### config.mk
export PLATFORM = sky130hd
export DESIGN_NAME = ubd_descriptor_table
export DESIGN_NICKNAME = d
export VERILOG_FILES = /design/src/rtl/ubd_pkg.sv /design/src/rtl/ubd_stream_if.sv /design/src/rtl/ubd_fifo.sv /design/src/rtl/ubd_index_map.sv /design/src/rtl/ubd_descriptor_table.sv
export SDC_FILE = /design/constraint.sdc
export NUM_CORES = 1
export LEC_CHECK = 0
export BUFFER_PORTS_ARGS = -buffer_cell sky130_fd_sc_hd__buf_2
export CAP_MARGIN = 20
export CORE_ASPECT_RATIO = 1.25
export CORE_MARGIN = 3
export CORE_UTILIZATION = 50
export CTS_BUF_LIST = sky130_fd_sc_hd__clkbuf_16
export CTS_CLUSTER_DIAMETER = 80
export CTS_CLUSTER_SIZE = 14
export DETAILED_ROUTE_END_ITERATION = 6
export PLACE_DENSITY_LB_ADDON = 0.25
export RECOVER_POWER = 50
export SLEW_MARGIN = 0
export SYNTH_ARGS = -nofsm -noshare
export SYNTH_HDL_FRONTEND = slang
export SYNTH_HIERARCHICAL = 1
export SYNTH_SLANG_ARGS = --single-unit
export TNS_END_PERCENT = 1
### constraint.sdc
create_clock -name clk -period 6.4 [get_ports clk]
set_input_delay 0.32 -clock clk [delete_from_list [all_inputs] [get_ports clk]]
set_output_delay 0.32 -clock clk [all_outputs]
set_load 0.005 [all_outputs]
### src/rtl/ubd_pkg.sv
package ubd_pkg;

  // ---------------------------------------------------------------
  // Register map, byte offsets on the APB side
  // ---------------------------------------------------------------
  localparam logic [11:0] UBD_OFS_CONFIG = 12'h000;
  localparam logic [11:0] UBD_OFS_BASE = 12'h004;
  localparam logic [11:0] UBD_OFS_TOKEN = 12'h008;
  localparam logic [11:0] UBD_OFS_STATUS = 12'h00C;

  // ---------------------------------------------------------------
  // Field positions and reset values
  // ---------------------------------------------------------------
  localparam int UBD_CFG_PINGPONG_LSB = 0;
  localparam int UBD_CFG_HOST_BIT = 2;
  localparam int UBD_STAT_BUSY_BIT = 0;
  localparam int UBD_STAT_ODD_BIT = 2;
  localparam int UBD_STAT_TX_BIT = 3;
  localparam int UBD_STAT_EP_LSB = 4;
  localparam logic [2:0] UBD_CONFIG_RST = 3'h0;
  localparam logic [7:0] UBD_BASE_RST = 8'h00;
  localparam logic [7:0] UBD_TOKEN_RST = 8'h00;
  localparam logic [7:0] UBD_STATUS_RST = 8'h00;

  // ---------------------------------------------------------------
  // Table geometry
  // ---------------------------------------------------------------
  localparam int UBD_TABLE_BYTES = 512;
  localparam int UBD_DESC_COUNT = 64;
  localparam int UBD_DESC_BYTES = 4;
  localparam logic [15:0] UBD_ADDR_WORD_OFS = 16'h0002;

  // Stream record: dest endpoint, index, status word, buffer address
  localparam int UBD_REC_W = 4 + 6 + 16 + 16;
  localparam int UBD_FIFO_DEPTH = 8;

  // ---------------------------------------------------------------
  // Ping-pong buffering modes
  // ---------------------------------------------------------------
  typedef enum logic [1:0] {
    UBD_PP_NONE = 2'h0,
    UBD_PP_EP0_OUT = 2'h1,
    UBD_PP_ALL = 2'h2,
    UBD_PP_ALL_BUT_EP0 = 2'h3
  } ubd_pingpong_t;

  typedef enum logic [1:0] {
    UBD_ST_IDLE = 2'h0,
    UBD_ST_STAT = 2'h1,
    UBD_ST_ADDR = 2'h3,
    UBD_ST_PUSH = 2'h2
  } ubd_state_t;

endpackage

### src/rtl/ubd_stream_if.sv
`timescale 1ns/100ps
interface ubd_stream_if #(
  parameter int WIDTH = 8
);
  logic valid;
  logic ready;
  logic [WIDTH-1:0] data;

  modport src (output valid, output data, input ready);
  modport snk (input valid, input data, output ready);
endinterface

### src/rtl/ubd_fifo.sv
`timescale 1ns/100ps
module ubd_fifo #(
  parameter int WIDTH = 8,
  parameter int DEPTH = 8
)(
  input wire logic clk,
  input wire logic reset_n,
  ubd_stream_if.snk in_s,
  ubd_stream_if.src out_s
);
  localparam int AW = $clog2(DEPTH);

  initial
  begin
    if (DEPTH < 2 || (1 << AW) != DEPTH)
      $error("ubd_fifo: DEPTH must be a power of two, at least 2");
  end

  logic [WIDTH-1:0] mem_reg [DEPTH];
  logic [AW:0] wr_ptr_reg;
  logic [AW:0] wr_ptr_next;
  logic [AW:0] rd_ptr_reg;
  logic [AW:0] rd_ptr_next;
  logic full;
  logic empty;
  logic do_wr;
  logic do_rd;

  // ---------------------------------------------------------------
  // Flags and pointers
  // ---------------------------------------------------------------
  // Extra pointer bit tells full from empty without a counter
  always_comb
  begin
    empty = (wr_ptr_reg == rd_ptr_reg);
    full = (wr_ptr_reg[AW-1:0] == rd_ptr_reg[AW-1:0]) && (wr_ptr_reg[AW] != rd_ptr_reg[AW]);
    do_wr = in_s.valid && !full;
    do_rd = !empty && out_s.ready;
    wr_ptr_next = do_wr ? wr_ptr_reg + 1'b1 : wr_ptr_reg;
    rd_ptr_next = do_rd ? rd_ptr_reg + 1'b1 : rd_ptr_reg;
  end

  assign in_s.ready = !full;
  assign out_s.valid = !empty;
  assign out_s.data = mem_reg[rd_ptr_reg[AW-1:0]];

  // Pointer registers
  always_ff @(posedge clk)
  begin
    if (!reset_n)
    begin
      wr_ptr_reg <= '0;
      rd_ptr_reg <= '0;
    end
    else
    begin
      wr_ptr_reg <= wr_ptr_next;
      rd_ptr_reg <= rd_ptr_next;
    end
  end

  // Storage, no reset needed on data
  always_ff @(posedge clk)
  begin
    if (do_wr)
      mem_reg[wr_ptr_reg[AW-1:0]] <= in_s.data;
  end
endmodule

### src/rtl/ubd_index_map.sv
`timescale 1ns/100ps
module ubd_index_map (
  input wire logic [1:0] pingpong,
  input wire logic [3:0] endpoint,
  input wire logic tx,
  input wire logic odd,
  input wire logic [7:0] base_ptr,
  output logic [5:0] index,
  output logic [15:0] desc_addr
);
  logic [6:0] idx_wide;

  // ---------------------------------------------------------------
  // Endpoint, direction and ping-pong onto a table slot
  // ---------------------------------------------------------------
  always_comb
  begin
    idx_wide = 7'h00;
    case (ubd_pkg::ubd_pingpong_t'(pingpong))
      ubd_pkg::UBD_PP_NONE:
        idx_wide = {2'h0, endpoint, tx};
      ubd_pkg::UBD_PP_EP0_OUT:
        // Only endpoint 0 receive alternates, everything else shifts up one
        if (endpoint == 4'h0 && !tx)
          idx_wide = {6'h00, odd};
        else
          idx_wide = 7'({1'b0, endpoint, tx} + 6'h01);
      ubd_pkg::UBD_PP_ALL:
        idx_wide = {1'b0, endpoint, tx, odd};
      default:
        if (endpoint == 4'h0)
          idx_wide = {6'h00, tx};
        else
          idx_wide = 7'({1'b0, endpoint, tx, odd} - 7'h02);
    endcase
    index = idx_wide[5:0];
  end

  // Base byte sits above the low bits; low base bit forced for 512-byte alignment
  assign desc_addr = {base_ptr[7:1], 1'b0, 8'h00} + {8'h00, index, 2'h0};
endmodule

### src/rtl/ubd_descriptor_table.sv
// The address map and the APB interface to the registers were decided locally.
`timescale 1ns/100ps
// Operation
// - The table lives in any free 512-byte block of data RAM aligned on a 512-byte boundary.
// - A base pointer register holds the table's upper address byte and software sets it before use.
// - Each descriptor is two 16-bit RAM words, a status word then a buffer start address word.
// - Up to 64 descriptors exist, numbered 0 to 63.
// - Buffer addresses are 16 bits, so only the first 64 Kbytes of RAM are reachable.
// - The descriptor chosen depends on endpoint number, direction and the two ping-pong bits.
// - In host mode every transfer uses the endpoint 0 descriptors and endpoint 0 control.
// - In host mode the source endpoint of each received packet appears in status bits 7:4.
// - In host mode each transmitted packet goes to the endpoint software wrote into the token register.
module ubd_descriptor_table #(
  parameter int FIFO_DEPTH = ubd_pkg::UBD_FIFO_DEPTH
)(
  input wire logic clk,
  input wire logic reset_n,
  // APB slave
  input wire logic psel,
  input wire logic penable,
  input wire logic pwrite,
  input wire logic [11:0] paddr,
  input wire logic [31:0] pwdata,
  output logic [31:0] prdata,
  output logic pready,
  output logic pslverr,
  // Transfer requests from the USB engine
  input wire logic xfer_valid,
  output logic xfer_ready,
  input wire logic [3:0] xfer_endpoint,
  input wire logic xfer_tx,
  input wire logic xfer_odd,
  input wire logic [3:0] xfer_remote_endpoint,
  // Data RAM read port
  output logic mem_req,
  output logic [15:0] mem_addr,
  input wire logic [15:0] mem_rdata,
  input wire logic mem_rvalid,
  // Fetched descriptors
  output logic desc_valid,
  input wire logic desc_ready,
  output logic [ubd_pkg::UBD_REC_W-1:0] desc_data,
  output logic endpoint_zero_control_sel
);

  initial
  begin
    if (FIFO_DEPTH < 2)
      $error("ubd_descriptor_table: FIFO_DEPTH below 2");
  end

  // ---------------------------------------------------------------
  // State
  // ---------------------------------------------------------------
  logic [2:0] usb_config_one_reg;
  logic [2:0] usb_config_one_next;
  logic [7:0] table_base_pointer_reg;
  logic [7:0] table_base_pointer_next;
  logic [7:0] token_reg_reg;
  logic [7:0] token_reg_next;
  logic [7:0] transfer_status_reg_reg;
  logic [7:0] transfer_status_reg_next;
  logic [31:0] prdata_reg;
  logic [31:0] prdata_next;
  logic pready_reg;
  logic pready_next;
  logic pslverr_reg;
  logic pslverr_next;

  ubd_pkg::ubd_state_t state_reg;
  ubd_pkg::ubd_state_t state_next;
  logic xfer_ready_reg;
  logic xfer_ready_next;
  logic mem_req_reg;
  logic mem_req_next;
  logic [15:0] mem_addr_reg;
  logic [15:0] mem_addr_next;
  logic [15:0] desc_base_reg;
  logic [15:0] desc_base_next;
  logic [5:0] index_reg;
  logic [5:0] index_next;
  logic [15:0] status_word_reg;
  logic [15:0] status_word_next;
  logic [15:0] buffer_addr_reg;
  logic [15:0] buffer_addr_next;
  logic [3:0] dest_ep_reg;
  logic [3:0] dest_ep_next;
  logic ep0_sel_reg;
  logic ep0_sel_next;

  logic host_mode;
  logic [3:0] map_endpoint;
  logic [5:0] map_index;
  logic [15:0] map_addr;
  logic apb_write;
  logic apb_setup;
  logic addr_hit;

  ubd_stream_if #(.WIDTH(ubd_pkg::UBD_REC_W)) push_s ();
  ubd_stream_if #(.WIDTH(ubd_pkg::UBD_REC_W)) pop_s ();

  // ---------------------------------------------------------------
  // Descriptor slot lookup
  // ---------------------------------------------------------------
  assign host_mode = usb_config_one_reg[ubd_pkg::UBD_CFG_HOST_BIT];
  // Host side always walks endpoint 0 slots, whatever the remote end
  assign map_endpoint = host_mode ? 4'h0 : xfer_endpoint;

  ubd_index_map u_map (
    .pingpong(usb_config_one_reg[ubd_pkg::UBD_CFG_PINGPONG_LSB +: 2]),
    .endpoint(map_endpoint),
    .tx(xfer_tx),
    .odd(xfer_odd),
    .base_ptr(table_base_pointer_reg),
    .index(map_index),
    .desc_addr(map_addr)
  );

  // ---------------------------------------------------------------
  // APB register file
  // ---------------------------------------------------------------
  // Answer one cycle after setup: pready rises in the first access cycle
  always_comb
  begin
    apb_setup = psel && !penable;
    apb_write = psel && penable && pready_reg && pwrite;
    addr_hit = 1'b0;
    usb_config_one_next = usb_config_one_reg;
    table_base_pointer_next = table_base_pointer_reg;
    token_reg_next = token_reg_reg;
    prdata_next = prdata_reg;
    pready_next = apb_setup;
    pslverr_next = 1'b0;
    if (paddr == ubd_pkg::UBD_OFS_CONFIG)
    begin
      addr_hit = 1'b1;
      prdata_next = {29'h0, usb_config_one_reg};
      if (apb_write)
        usb_config_one_next = pwdata[2:0];
    end
    else if (paddr == ubd_pkg::UBD_OFS_BASE)
    begin
      addr_hit = 1'b1;
      prdata_next = {24'h0, table_base_pointer_reg};
      if (apb_write)
        table_base_pointer_next = {pwdata[7:1], 1'b0};
    end
    else if (paddr == ubd_pkg::UBD_OFS_TOKEN)
    begin
      addr_hit = 1'b1;
      prdata_next = {24'h0, token_reg_reg};
      if (apb_write)
        token_reg_next = pwdata[7:0];
    end
    else if (paddr == ubd_pkg::UBD_OFS_STATUS)
    begin
      addr_hit = 1'b1;
      prdata_next = {24'h0, transfer_status_reg_reg[7:1], state_reg != ubd_pkg::UBD_ST_IDLE};
    end
    // Unmapped addresses read zero and flag an error
    if (apb_setup)
    begin
      if (!addr_hit)
        prdata_next = 32'h0000_0000;
      pslverr_next = !addr_hit;
    end
    else
    begin
      pslverr_next = 1'b0;
    end
  end

  always_ff @(posedge clk)
  begin
    if (!reset_n)
    begin
      usb_config_one_reg <= ubd_pkg::UBD_CONFIG_RST;
      table_base_pointer_reg <= ubd_pkg::UBD_BASE_RST;
      token_reg_reg <= ubd_pkg::UBD_TOKEN_RST;
      prdata_reg <= 32'h0000_0000;
      pready_reg <= 1'b0;
      pslverr_reg <= 1'b0;
    end
    else
    begin
      usb_config_one_reg <= usb_config_one_next;
      table_base_pointer_reg <= table_base_pointer_next;
      token_reg_reg <= token_reg_next;
      prdata_reg <= prdata_next;
      pready_reg <= pready_next;
      pslverr_reg <= pslverr_next;
    end
  end

  // ---------------------------------------------------------------
  // Descriptor fetch sequencer
  // ---------------------------------------------------------------
  // Two RAM reads per request: status word, then buffer address word
  always_comb
  begin
    state_next = state_reg;
    xfer_ready_next = 1'b0;
    mem_req_next = 1'b0;
    mem_addr_next = mem_addr_reg;
    desc_base_next = desc_base_reg;
    index_next = index_reg;
    status_word_next = status_word_reg;
    buffer_addr_next = buffer_addr_reg;
    dest_ep_next = dest_ep_reg;
    ep0_sel_next = ep0_sel_reg;
    transfer_status_reg_next = transfer_status_reg_reg;
    push_s.valid = 1'b0;
    push_s.data = {dest_ep_reg, index_reg, status_word_reg, buffer_addr_reg};
    case (state_reg)
      ubd_pkg::UBD_ST_IDLE:
        if (xfer_valid && !xfer_ready_reg)
        begin
          // Accept and latch the request, start the status-word read
          xfer_ready_next = 1'b1;
          index_next = map_index;
          desc_base_next = map_addr;
          mem_addr_next = map_addr;
          mem_req_next = 1'b1;
          ep0_sel_next = host_mode;
          // Host transmit targets the token endpoint; otherwise the local one
          dest_ep_next = (host_mode && xfer_tx) ? token_reg_reg[3:0] : xfer_endpoint;
          transfer_status_reg_next[7:4] = host_mode ? xfer_remote_endpoint : xfer_endpoint;
          transfer_status_reg_next[ubd_pkg::UBD_STAT_TX_BIT] = xfer_tx;
          transfer_status_reg_next[ubd_pkg::UBD_STAT_ODD_BIT] = xfer_odd;
          state_next = ubd_pkg::UBD_ST_STAT;
        end
      ubd_pkg::UBD_ST_STAT:
        if (mem_rvalid)
        begin
          status_word_next = mem_rdata;
          mem_addr_next = desc_base_reg + ubd_pkg::UBD_ADDR_WORD_OFS;
          mem_req_next = 1'b1;
          state_next = ubd_pkg::UBD_ST_ADDR;
        end
      ubd_pkg::UBD_ST_ADDR:
        if (mem_rvalid)
        begin
          buffer_addr_next = mem_rdata;
          state_next = ubd_pkg::UBD_ST_PUSH;
        end
      default:
      begin
        // Full FIFO holds the sequencer here, which stalls new requests
        push_s.valid = 1'b1;
        if (push_s.ready)
          state_next = ubd_pkg::UBD_ST_IDLE;
      end
    endcase
  end

  always_ff @(posedge clk)
  begin
    if (!reset_n)
    begin
      state_reg <= ubd_pkg::UBD_ST_IDLE;
      xfer_ready_reg <= 1'b0;
      mem_req_reg <= 1'b0;
      mem_addr_reg <= 16'h0000;
      desc_base_reg <= 16'h0000;
      index_reg <= 6'h00;
      status_word_reg <= 16'h0000;
      buffer_addr_reg <= 16'h0000;
      dest_ep_reg <= 4'h0;
      ep0_sel_reg <= 1'b0;
      transfer_status_reg_reg <= ubd_pkg::UBD_STATUS_RST;
    end
    else
    begin
      state_reg <= state_next;
      xfer_ready_reg <= xfer_ready_next;
      mem_req_reg <= mem_req_next;
      mem_addr_reg <= mem_addr_next;
      desc_base_reg <= desc_base_next;
      index_reg <= index_next;
      status_word_reg <= status_word_next;
      buffer_addr_reg <= buffer_addr_next;
      dest_ep_reg <= dest_ep_next;
      ep0_sel_reg <= ep0_sel_next;
      transfer_status_reg_reg <= transfer_status_reg_next;
    end
  end

  // ---------------------------------------------------------------
  // Output queue
  // ---------------------------------------------------------------
  ubd_fifo #(
    .WIDTH(ubd_pkg::UBD_REC_W),
    .DEPTH(FIFO_DEPTH)
  ) u_fifo (
    .clk(clk),
    .reset_n(reset_n),
    .in_s(push_s),
    .out_s(pop_s)
  );

  assign pop_s.ready = desc_ready;
  assign desc_valid = pop_s.valid;
  assign desc_data = pop_s.data;

  // Bus and handshake outputs
  assign prdata = prdata_reg;
  assign pready = pready_reg;
  assign pslverr = pslverr_reg;
  assign xfer_ready = xfer_ready_reg;
  assign mem_req = mem_req_reg;
  assign mem_addr = mem_addr_reg;
  assign endpoint_zero_control_sel = ep0_sel_reg;
endmodule

# After elaboration in Yosys (flattened, before gate mapping)
# Memory sizes are Yosys's and may differ from the RTL's. A register that Yosys moved wholly into a read port is not among the register bits.
# Cells that the tools add are included.
[word_totals] register_bits=145 latch_bits=0 ramBits=336 rom_bits=0 inputBits=78 out_inout_bits=96 wordCells=107 n_memories=1
[mem_list] memory="u_fifo.mem_reg" words=8 width=42 read_ports=1 rd_clocked_by_memory_dff=1 write_ports=1 line="ubd_fifo.sv:19" source="logic [WIDTH-1:0] mem_reg [DEPTH];"
[classes] addsub=6 mul=0 div=0 order_cmp=0 eq_ne=14 n_shift=0 n_mux=32 bitwise_logic=2 n_reduce_logical=33
[op_table] op="$mux W32" n=6
[op_table] op="$mux W16" n=2
[op_table] op="$pmux W16 S2" n=1
[op_table] op="$eq A12 B4 Y1 const B" n=2
[op_table] op="$pmux W6 S3" n=1
[op_table] op="$add A16 B2 Y16 const B" n=1
[op_table] op="$add A16 B8 Y16" n=1
[op_table] op="$eq A12 B3 Y1 const B" n=1
[op_table] op="$logic_not A12 Y1" n=1
[op_table] op="$mux W4" n=3
[op_table] op="$mux W6" n=2
[op_table] op="$reduce_and A2 Y1" n=6
[op_table] op="$logic_and A1 B1 Y1" n=10
[op_table] op="$mux W1" n=9
[op_table] op="$add A4 B1 Y4 const B" n=2
[op_table] op="$mux W2" n=4
[op_table] op="$reduce_and A4 Y1" n=2
[op_table] op="$add A5 B1 Y6 const B" n=1
[op_table] op="$logic_not A1 Y1" n=6
[op_table] op="$mux W3" n=2
[op_table] op="$ne A2 B2 Y1 const B" n=3
[op_table] op="$pmux W2 S3" n=1
[op_table] op="$reduce_and A3 Y1" n=2
[op_table] op="$sub A6 B2 Y6 const B" n=1
[op_table] op="other kinds (12)" n=17

# Logic depth before layout (Yosys ltp)
# Gate-level depths: netlist of the first run.
[depth] depth_word=8 mapped_depth=9 depth_no_buf=8

# Cells and area by module
# The synthesis of the first run kept the hierarchy.
[modules_own_cells] mod="ubd_fifo" n_inst=1 cells_per_inst=570 area_per_inst_um2=13352.8 seq_area_each_um2=10309.9
[modules_own_cells] mod="ubd_descriptor_table" n_inst=1 cells_per_inst=642 area_per_inst_um2=5424.0 seq_area_each_um2=2742.6
[modules_own_cells] mod="ubd_index_map" n_inst=1 cells_per_inst=65 area_per_inst_um2=459.2 seq_area_each_um2=0.0

# Worst setup path after synthesis of the first run
# Ideal clock, no wire load.
[synth_timing] path_kind="register -> register" startpoint="register state_reg[1]" endpoint="memory u_fifo/mem_reg[5][0] (netlist name), enable pin" setup_ns=0.561 arrival_ns=5.422 required_time_ns=5.839 slack_ns=0.416 path_stages_with_launch=5 path_buffers=1 period_less_slack_ns=5.984 cell_sequence="dfxtp_1 buf_1 nor2b_1 nand2_1 nor4b_1"
[synth_between] elab_chain_cells=6 elab_cells_between_ends=8 classes_between="eq/ne (2); mux (3); reduce/logical (3)"
[synth_lines] item="from (decl)" line="ubd_descriptor_table.sv:70" source="ubd_pkg::ubd_state_t state_reg;"
[synth_lines] item="from (signal assigned)" line="ubd_descriptor_table.sv:260" source="state_reg <= ubd_pkg::UBD_ST_IDLE;"
[synth_lines] item="from (signal assigned)" line="ubd_descriptor_table.sv:274" source="state_reg <= state_next;"
[synth_lines] item="$eq A2 B2 Y1, or another cell as far along" line="ubd_descriptor_table.sv:214" source="case (state_reg)"
[synth_lines] item="$reduce_or A3 Y1 (no source line) *"
[synth_lines] item="$mux W1 *" line="ubd_descriptor_table.sv:214"
[synth_lines] item="named net push_s.valid" line="ubd_stream_if.sv:5" source="logic valid;"
[synth_lines] item="$logic_and A1 B1 Y1 *" line="ubd_fifo.sv:37" source="do_wr = in_s.valid && !full;"
[synth_lines] item="$mux W1 *" line="ubd_fifo.sv:65" source="if (do_wr)"
[synth_lines] item="$mux W1 (implied by the code) *" line="ubd_fifo.sv:66" source="mem_reg[wr_ptr_reg[AW-1:0]] <= in_s.data;"
[synth_lines] item="to (decl)" line="ubd_fifo.sv:19"
# The timed path passes the listed nets; every way through them passes the cells marked *.

==> reports/metrics.yaml, run 1 <==
status:
  status: "complete, but fails checks"
  failed_checks: "max-capacitance violations, max-slew violations"
place:
  gp_congestion: 0.839
  dp_cells: 1846
  dpl.hpwl_um: 24800
  dpl_cell_area_mm2: 0.0204
  portBuffers: 149
  dpl_worst_slack_ps: 3150
clocking:
  cts_hold_buffers: 0
  cts_root_buffer: "clkbuf_16"
  post_cts_resized: 0
  clk_latency_ps: 540
  cts.sinks: 484
  post-cts-setup-buffer-count: 0
  h-tree-depth: 2
  numCtsBuffers: 40
  cts_buffer_depth: 3
  cts_tree: "built"
  clk_pin_slew_worst_paths_ps: 60
global_route:
  antenna_found_initial: 2
  grt_pass1_vias: 11197
  grt_overflow: 0
  grt_usage_pct: 20.0
  grt_pass1_wl_um: 63900
  grt_max_degree: 79
finish:
  drive_gt1_share_pct: 23.5
  regArea_mm2: 0.0131
  syn_to_final_growth_pct: 11.4
  fin_area_mm2: 0.0214
  finalNonFillerCells: 1917
  num_antenna_cells: 0
  final_util_pct: 57.0
  fin_nets: 1486
  largest_register_ffs: 336
  num-fill-cells: 2966
  multi_input_area_mm2: 0.00568
logic_synthesis:
  synth_area_mm2: 0.0192
  yosysWarnings: 6
  syn_inst: 1276
  syn_avg_cell_area_um2: 15.1
worst_setup_path:
  required_ps: 6820
  cp-start-kind: "input pin"
  critical_path_class: "input pin to flop"
  crit_top_cell: "clkbuf_1"
  cp_num_buf_inv: 5
  path_cells: "buf_2, buf_4, inv_1, clkbuf_1, a311oi_1, clkbuf_1, and2_1"
  r2r_cells: 3
  crit_start: "reset_n"
  slowest_stage: "clkbuf_1"
  crit_end: "prdata[27]"
  cpPeakStageDelay_ps: 2770
  reg2reg_from: "pready"
  worstPathMaxFanout: 78
  end_kind: "flop"
  cp.arrival_ps: 4620
  worst-path-stages: 7
  regToRegSetupSlack_ps: 3600
  r2r-end: "token_reg_reg[4]"
  cpLargestDelayFamily: "buffers and inverters"
sta:
  setup_viol: 0
  holdWs_ps: 33.8
  post-route-min-period_ps: 4200
  finalHoldViolations: 0
  max_clock_freq_mhz: 238
  fin_ws_ps: 2200
  relSlewSlack_pct: -163
  slew_violations: 88
  finalCritPeriodShare_pct: 65.6
  rsz0062_at_grt: "no"
  worst_slew_pin_slew_ps: 3940
  skew_ps: 15.3
  tns_ps: 0
detailed_routing:
  dr_total_vias: 11032
  drt_wl_total_um: 41100
  wl_per_cell_um: 21.5
  drt-vias-per-instance: 5.75
  first_pass_iters: 5
  drtAntennaViolNets: 0
  first_iter_violations: 937
  drt_drc_violations_left: 0
worst_hold_path:
  hold_class: "input pin to flop"
power_and_ir_drop:
  finalPower_mw: 6.26
  leakage_nw: 6.83
  peakVddDrop_v: 0.000203
  power-per-cell-area_mw_per_mm2: 292
die:
  rows: 79
  start_util_pct: 51.2
  die_x_um: 181
  core_mm2: 0.0376
  die_area_mm2: 0.0409
  io_pins: 174
  die_y_um: 225
flow_run:
  maxCapViolations: 2
-- power breakdown --
group          switching, mW  leakage [nW]  internal (mW)
Sequential            0.0956          4.06           3.38
Combinational          0.291          2.11          0.330
Clock                   1.04         0.652           1.13
-- tightest hold or removal path: cells and delay by family --
| family | cells | cell delay, ps |
|---|---|---|
| AND/OR/NAND/NOR | 1 | 50 |
| AO/OA/AOI/OAI | 1 | 50 |
| buffers and inverters | 1 | 100 |
-- cells in the final DEF, fill, tap and decap left out, types with 14 or more instances in the layout --
master and count:
a21oi_1 65, and2_1 22, buf_2 117, buf_4 22, clkbuf_1 33, clkbuf_16 40, dfxtp_1 145, edfxtp_1 336
inv_1 39, mux2_2 47, mux2i_1 32, mux4_2 85, nand2_1 189, nand2b_1 14, nand3_1 24, nor2_1 35
nor3_1 16
-- per-layer routing --
| layer | routed length, um | vias up | part of all wire [%] | track usage (%) |
|---|---|---|---|---|
| li1 | - | 5056 | - | - |
| met1 | 17000 | 5605 | 41 | 26.0 |
| met2 | 21000 | 303 | 51 | 35.1 |
| met3 | 2110 | 64 | 5.1 | 3.44 |
| met4 | 975 | 4 | 2.4 | 5.75 |
| met5 | 26 | - | 0.063 | 0 |
-- final cells by class --
cell class | count | share of cell area, %
clock inverter | 30 | 0.631
clock buffer | 40 | 4.67
multi-input combinational | 691 | 26.5
sequential | 484 | 61.0
inverter | 12 | 0.210
tap | 486 | 2.84
timing repair buffer | 174 | 4.15
-- worst min path at each step --
stage                                 from                   to  cells after the start
after CTS                    mem_rdata[15]  status_word_reg[15]                      3
after floorplan           token_reg_reg[4]     token_reg_reg[4]                      2
after detailed placement        prdata[22]           prdata[22]                      1
final                        mem_rdata[15]  buffer_addr_reg[15]                      3
after global routing         mem_rdata[15]  status_word_reg[15]                      3
after global placement          prdata[11]           prdata[11]                      1
Note: power is estimated with default switching activity, not from simulation.
==> run 2, diff against run 1 <==
- ABC_AREA: unset -> 1
- clock period: 6.4 -> 4.3 ns (I/O delays scaled with it)
==> run 2 against run 1 <==
Net effect:
- the run now ends clean
- critical path depth shrank 1
- synthesized cell count up 55%
- clock-buffer cell count grew 2
- largest power group unchanged
- combinational power rose by 69%
==> reports/metrics.yaml, run 2 <==
detailed_routing:
  drtAntennaViolNets: 0
  drt_drc_violations_left: 0
  first_iter_violations: 1076
  wl_per_cell_um: 17.9
  first_pass_iters: 5
  dr_total_vias: 14416
  drt-vias-per-instance: 5.50
  drt_wl_total_um: 46900
place:
  gp_congestion: 0.885
  dpl_cell_area_mm2: 0.0209
  dp_cells: 2519
  dpl.hpwl_um: 27400
  portBuffers: 149
  dpl_worst_slack_ps: 1380
finish:
  drive_gt1_share_pct: 10.4
  layout_common_cells: "nor2_1, edfxtp_1, nand2_1, o21ai_0, dfxtp_1"
  fin_area_mm2: 0.0224
  largest_register_ffs: 336
  num_antenna_cells: 0
  finalNonFillerCells: 2622
  final_util_pct: 57.0
  fin_nets: 2176
  syn_to_final_growth_pct: 12.1
logic_synthesis:
  syn_inst: 1975
  syn_avg_cell_area_um2: 10.1
  synth_area_mm2: 0.0200
  yosysWarnings: 6
sta:
  setup_viol: 0
  worst_slew_pin_slew_ps: 1410
  holdWs_ps: 24.8
  finalCritPeriodShare_pct: 76.9
  slew_violations: 0
  skew_ps: 22.1
  post-route-min-period_ps: 3310
  fin_ws_ps: 994
  max_clock_freq_mhz: 302
  tns_ps: 0
  relSlewSlack_pct: 5.83
  finalHoldViolations: 0
  rsz0062_at_grt: "no"
clocking:
  cts.sinks: 484
  cts_root_buffer: "clkbuf_16"
  cts_buffer_depth: 3
  clk_pin_slew_worst_paths_ps: 70
  numCtsBuffers: 40
  clk_latency_ps: 550
  h-tree-depth: 2
  cts_tree: "built"
  post-cts-setup-buffer-count: 0
worst_setup_path:
  end_kind: "output pin"
  critical_path_class: "flop to output pin"
  worstPathMaxFanout: 43
  cp-start-kind: "flop"
  cp.arrival_ps: 3090
  required_ps: 4090
die:
  die_area_mm2: 0.0424
  die_y_um: 230
  start_util_pct: 50.8
  core_mm2: 0.0393
  die_x_um: 185
  rows: 81
  io_pins: 174
status:
  status: "complete, no violations"
global_route:
  grt_pass1_wl_um: 73300
  grt_overflow: 0
  grt_max_degree: 118
  grt_pass1_vias: 13735
  grt_usage_pct: 21.6
  antenna_found_initial: 1
power_and_ir_drop:
  p_int_mw: 7.21
  p_comb_share_pct: 10.9
  p_sw_share_pct: 24.9
  p_clk_share_pct: 35.6
  leakage_nw: 8.29
  p_sw_mw: 2.39
  power-per-cell-area_mw_per_mm2: 429
  finalPower_mw: 9.60
  seqPwrFrac_pct: 53.5
  peakVddDrop_v: 0.000302
flow_run:
  maxCapViolations: 0
worst_hold_path:
  hold_class: "input pin to flop"
run 2: cell types whose count changed in the layout (fill, tap and decap cells not counted), moves of 47 or more:
cell,before,now
mux4_2,85,0
mux2_2,47,0
nand2_1,189,286
nand3_1,24,87
o21ai_0,11,275
o21ai_1,0,67
inv_1,39,123
nor2_1,35,336
run 2: worst max-delay path: stages (launching register included):
cell	delay (ps)
dfxtp_2	310
buf_4	550
clkinv_1	740
buf_4	520
nand2_1	140
nand2_1	100
buf_2	140
run 2: worst paths after layout:
| check | cells past startpoint | slack, ps | from | end |
|---|---|---|---|---|
| hold reg to reg | 2 | 460 | token_reg_reg[5] | token_reg_reg[5] |
| setup / recovery | 6 | 990 | flop | desc_data[23] |
| setup reg to reg | 7 | 1410 | u_fifo/wr_ptr_reg[0] | u_fifo/mem_reg[0][23] |
| hold / removal | 3 | 20 | mem_rdata[13] | status_word_reg[13] |
run 2: power groups by stage:
stage          combinational (mW)  clock [mW]  sequential, mW
6_report                     1.05        3.42            5.14
5_1_grt                      1.19        3.66            5.15
4_1_cts                      1.06        3.49            5.14
3_5_place_dp                 1.03           0            5.24
3_3_place_gp                0.994           0            5.24
2_1_floorplan               0.766           0            5.17
run 2: cell type report:
class / count / area, um2
well taps: 498 / 623
clock inverters: 31 / 155
inverters: 106 / 405
fillers: 3296 / 16900
multi-input cells: 1263 / 5880
clock buffers: 42 / 1050
flip-flops and latches: 484 / 13100
repair buffers: 198 / 1240
run 2: layer usage:
metal  global-route usage [%]  wire, um
met5                        0        18
met4                     5.63       921
met2                     37.8     23500
met3                     3.86      3060
met1                     27.8     19400
run 2: timing repair:
| action | in CTS | in global routing |
|---|---|---|
| resized for setup | 0 | 0 |
| endpoints found under the hold margin | 37 | 0 |
| hold buffers | 29 | 0 |
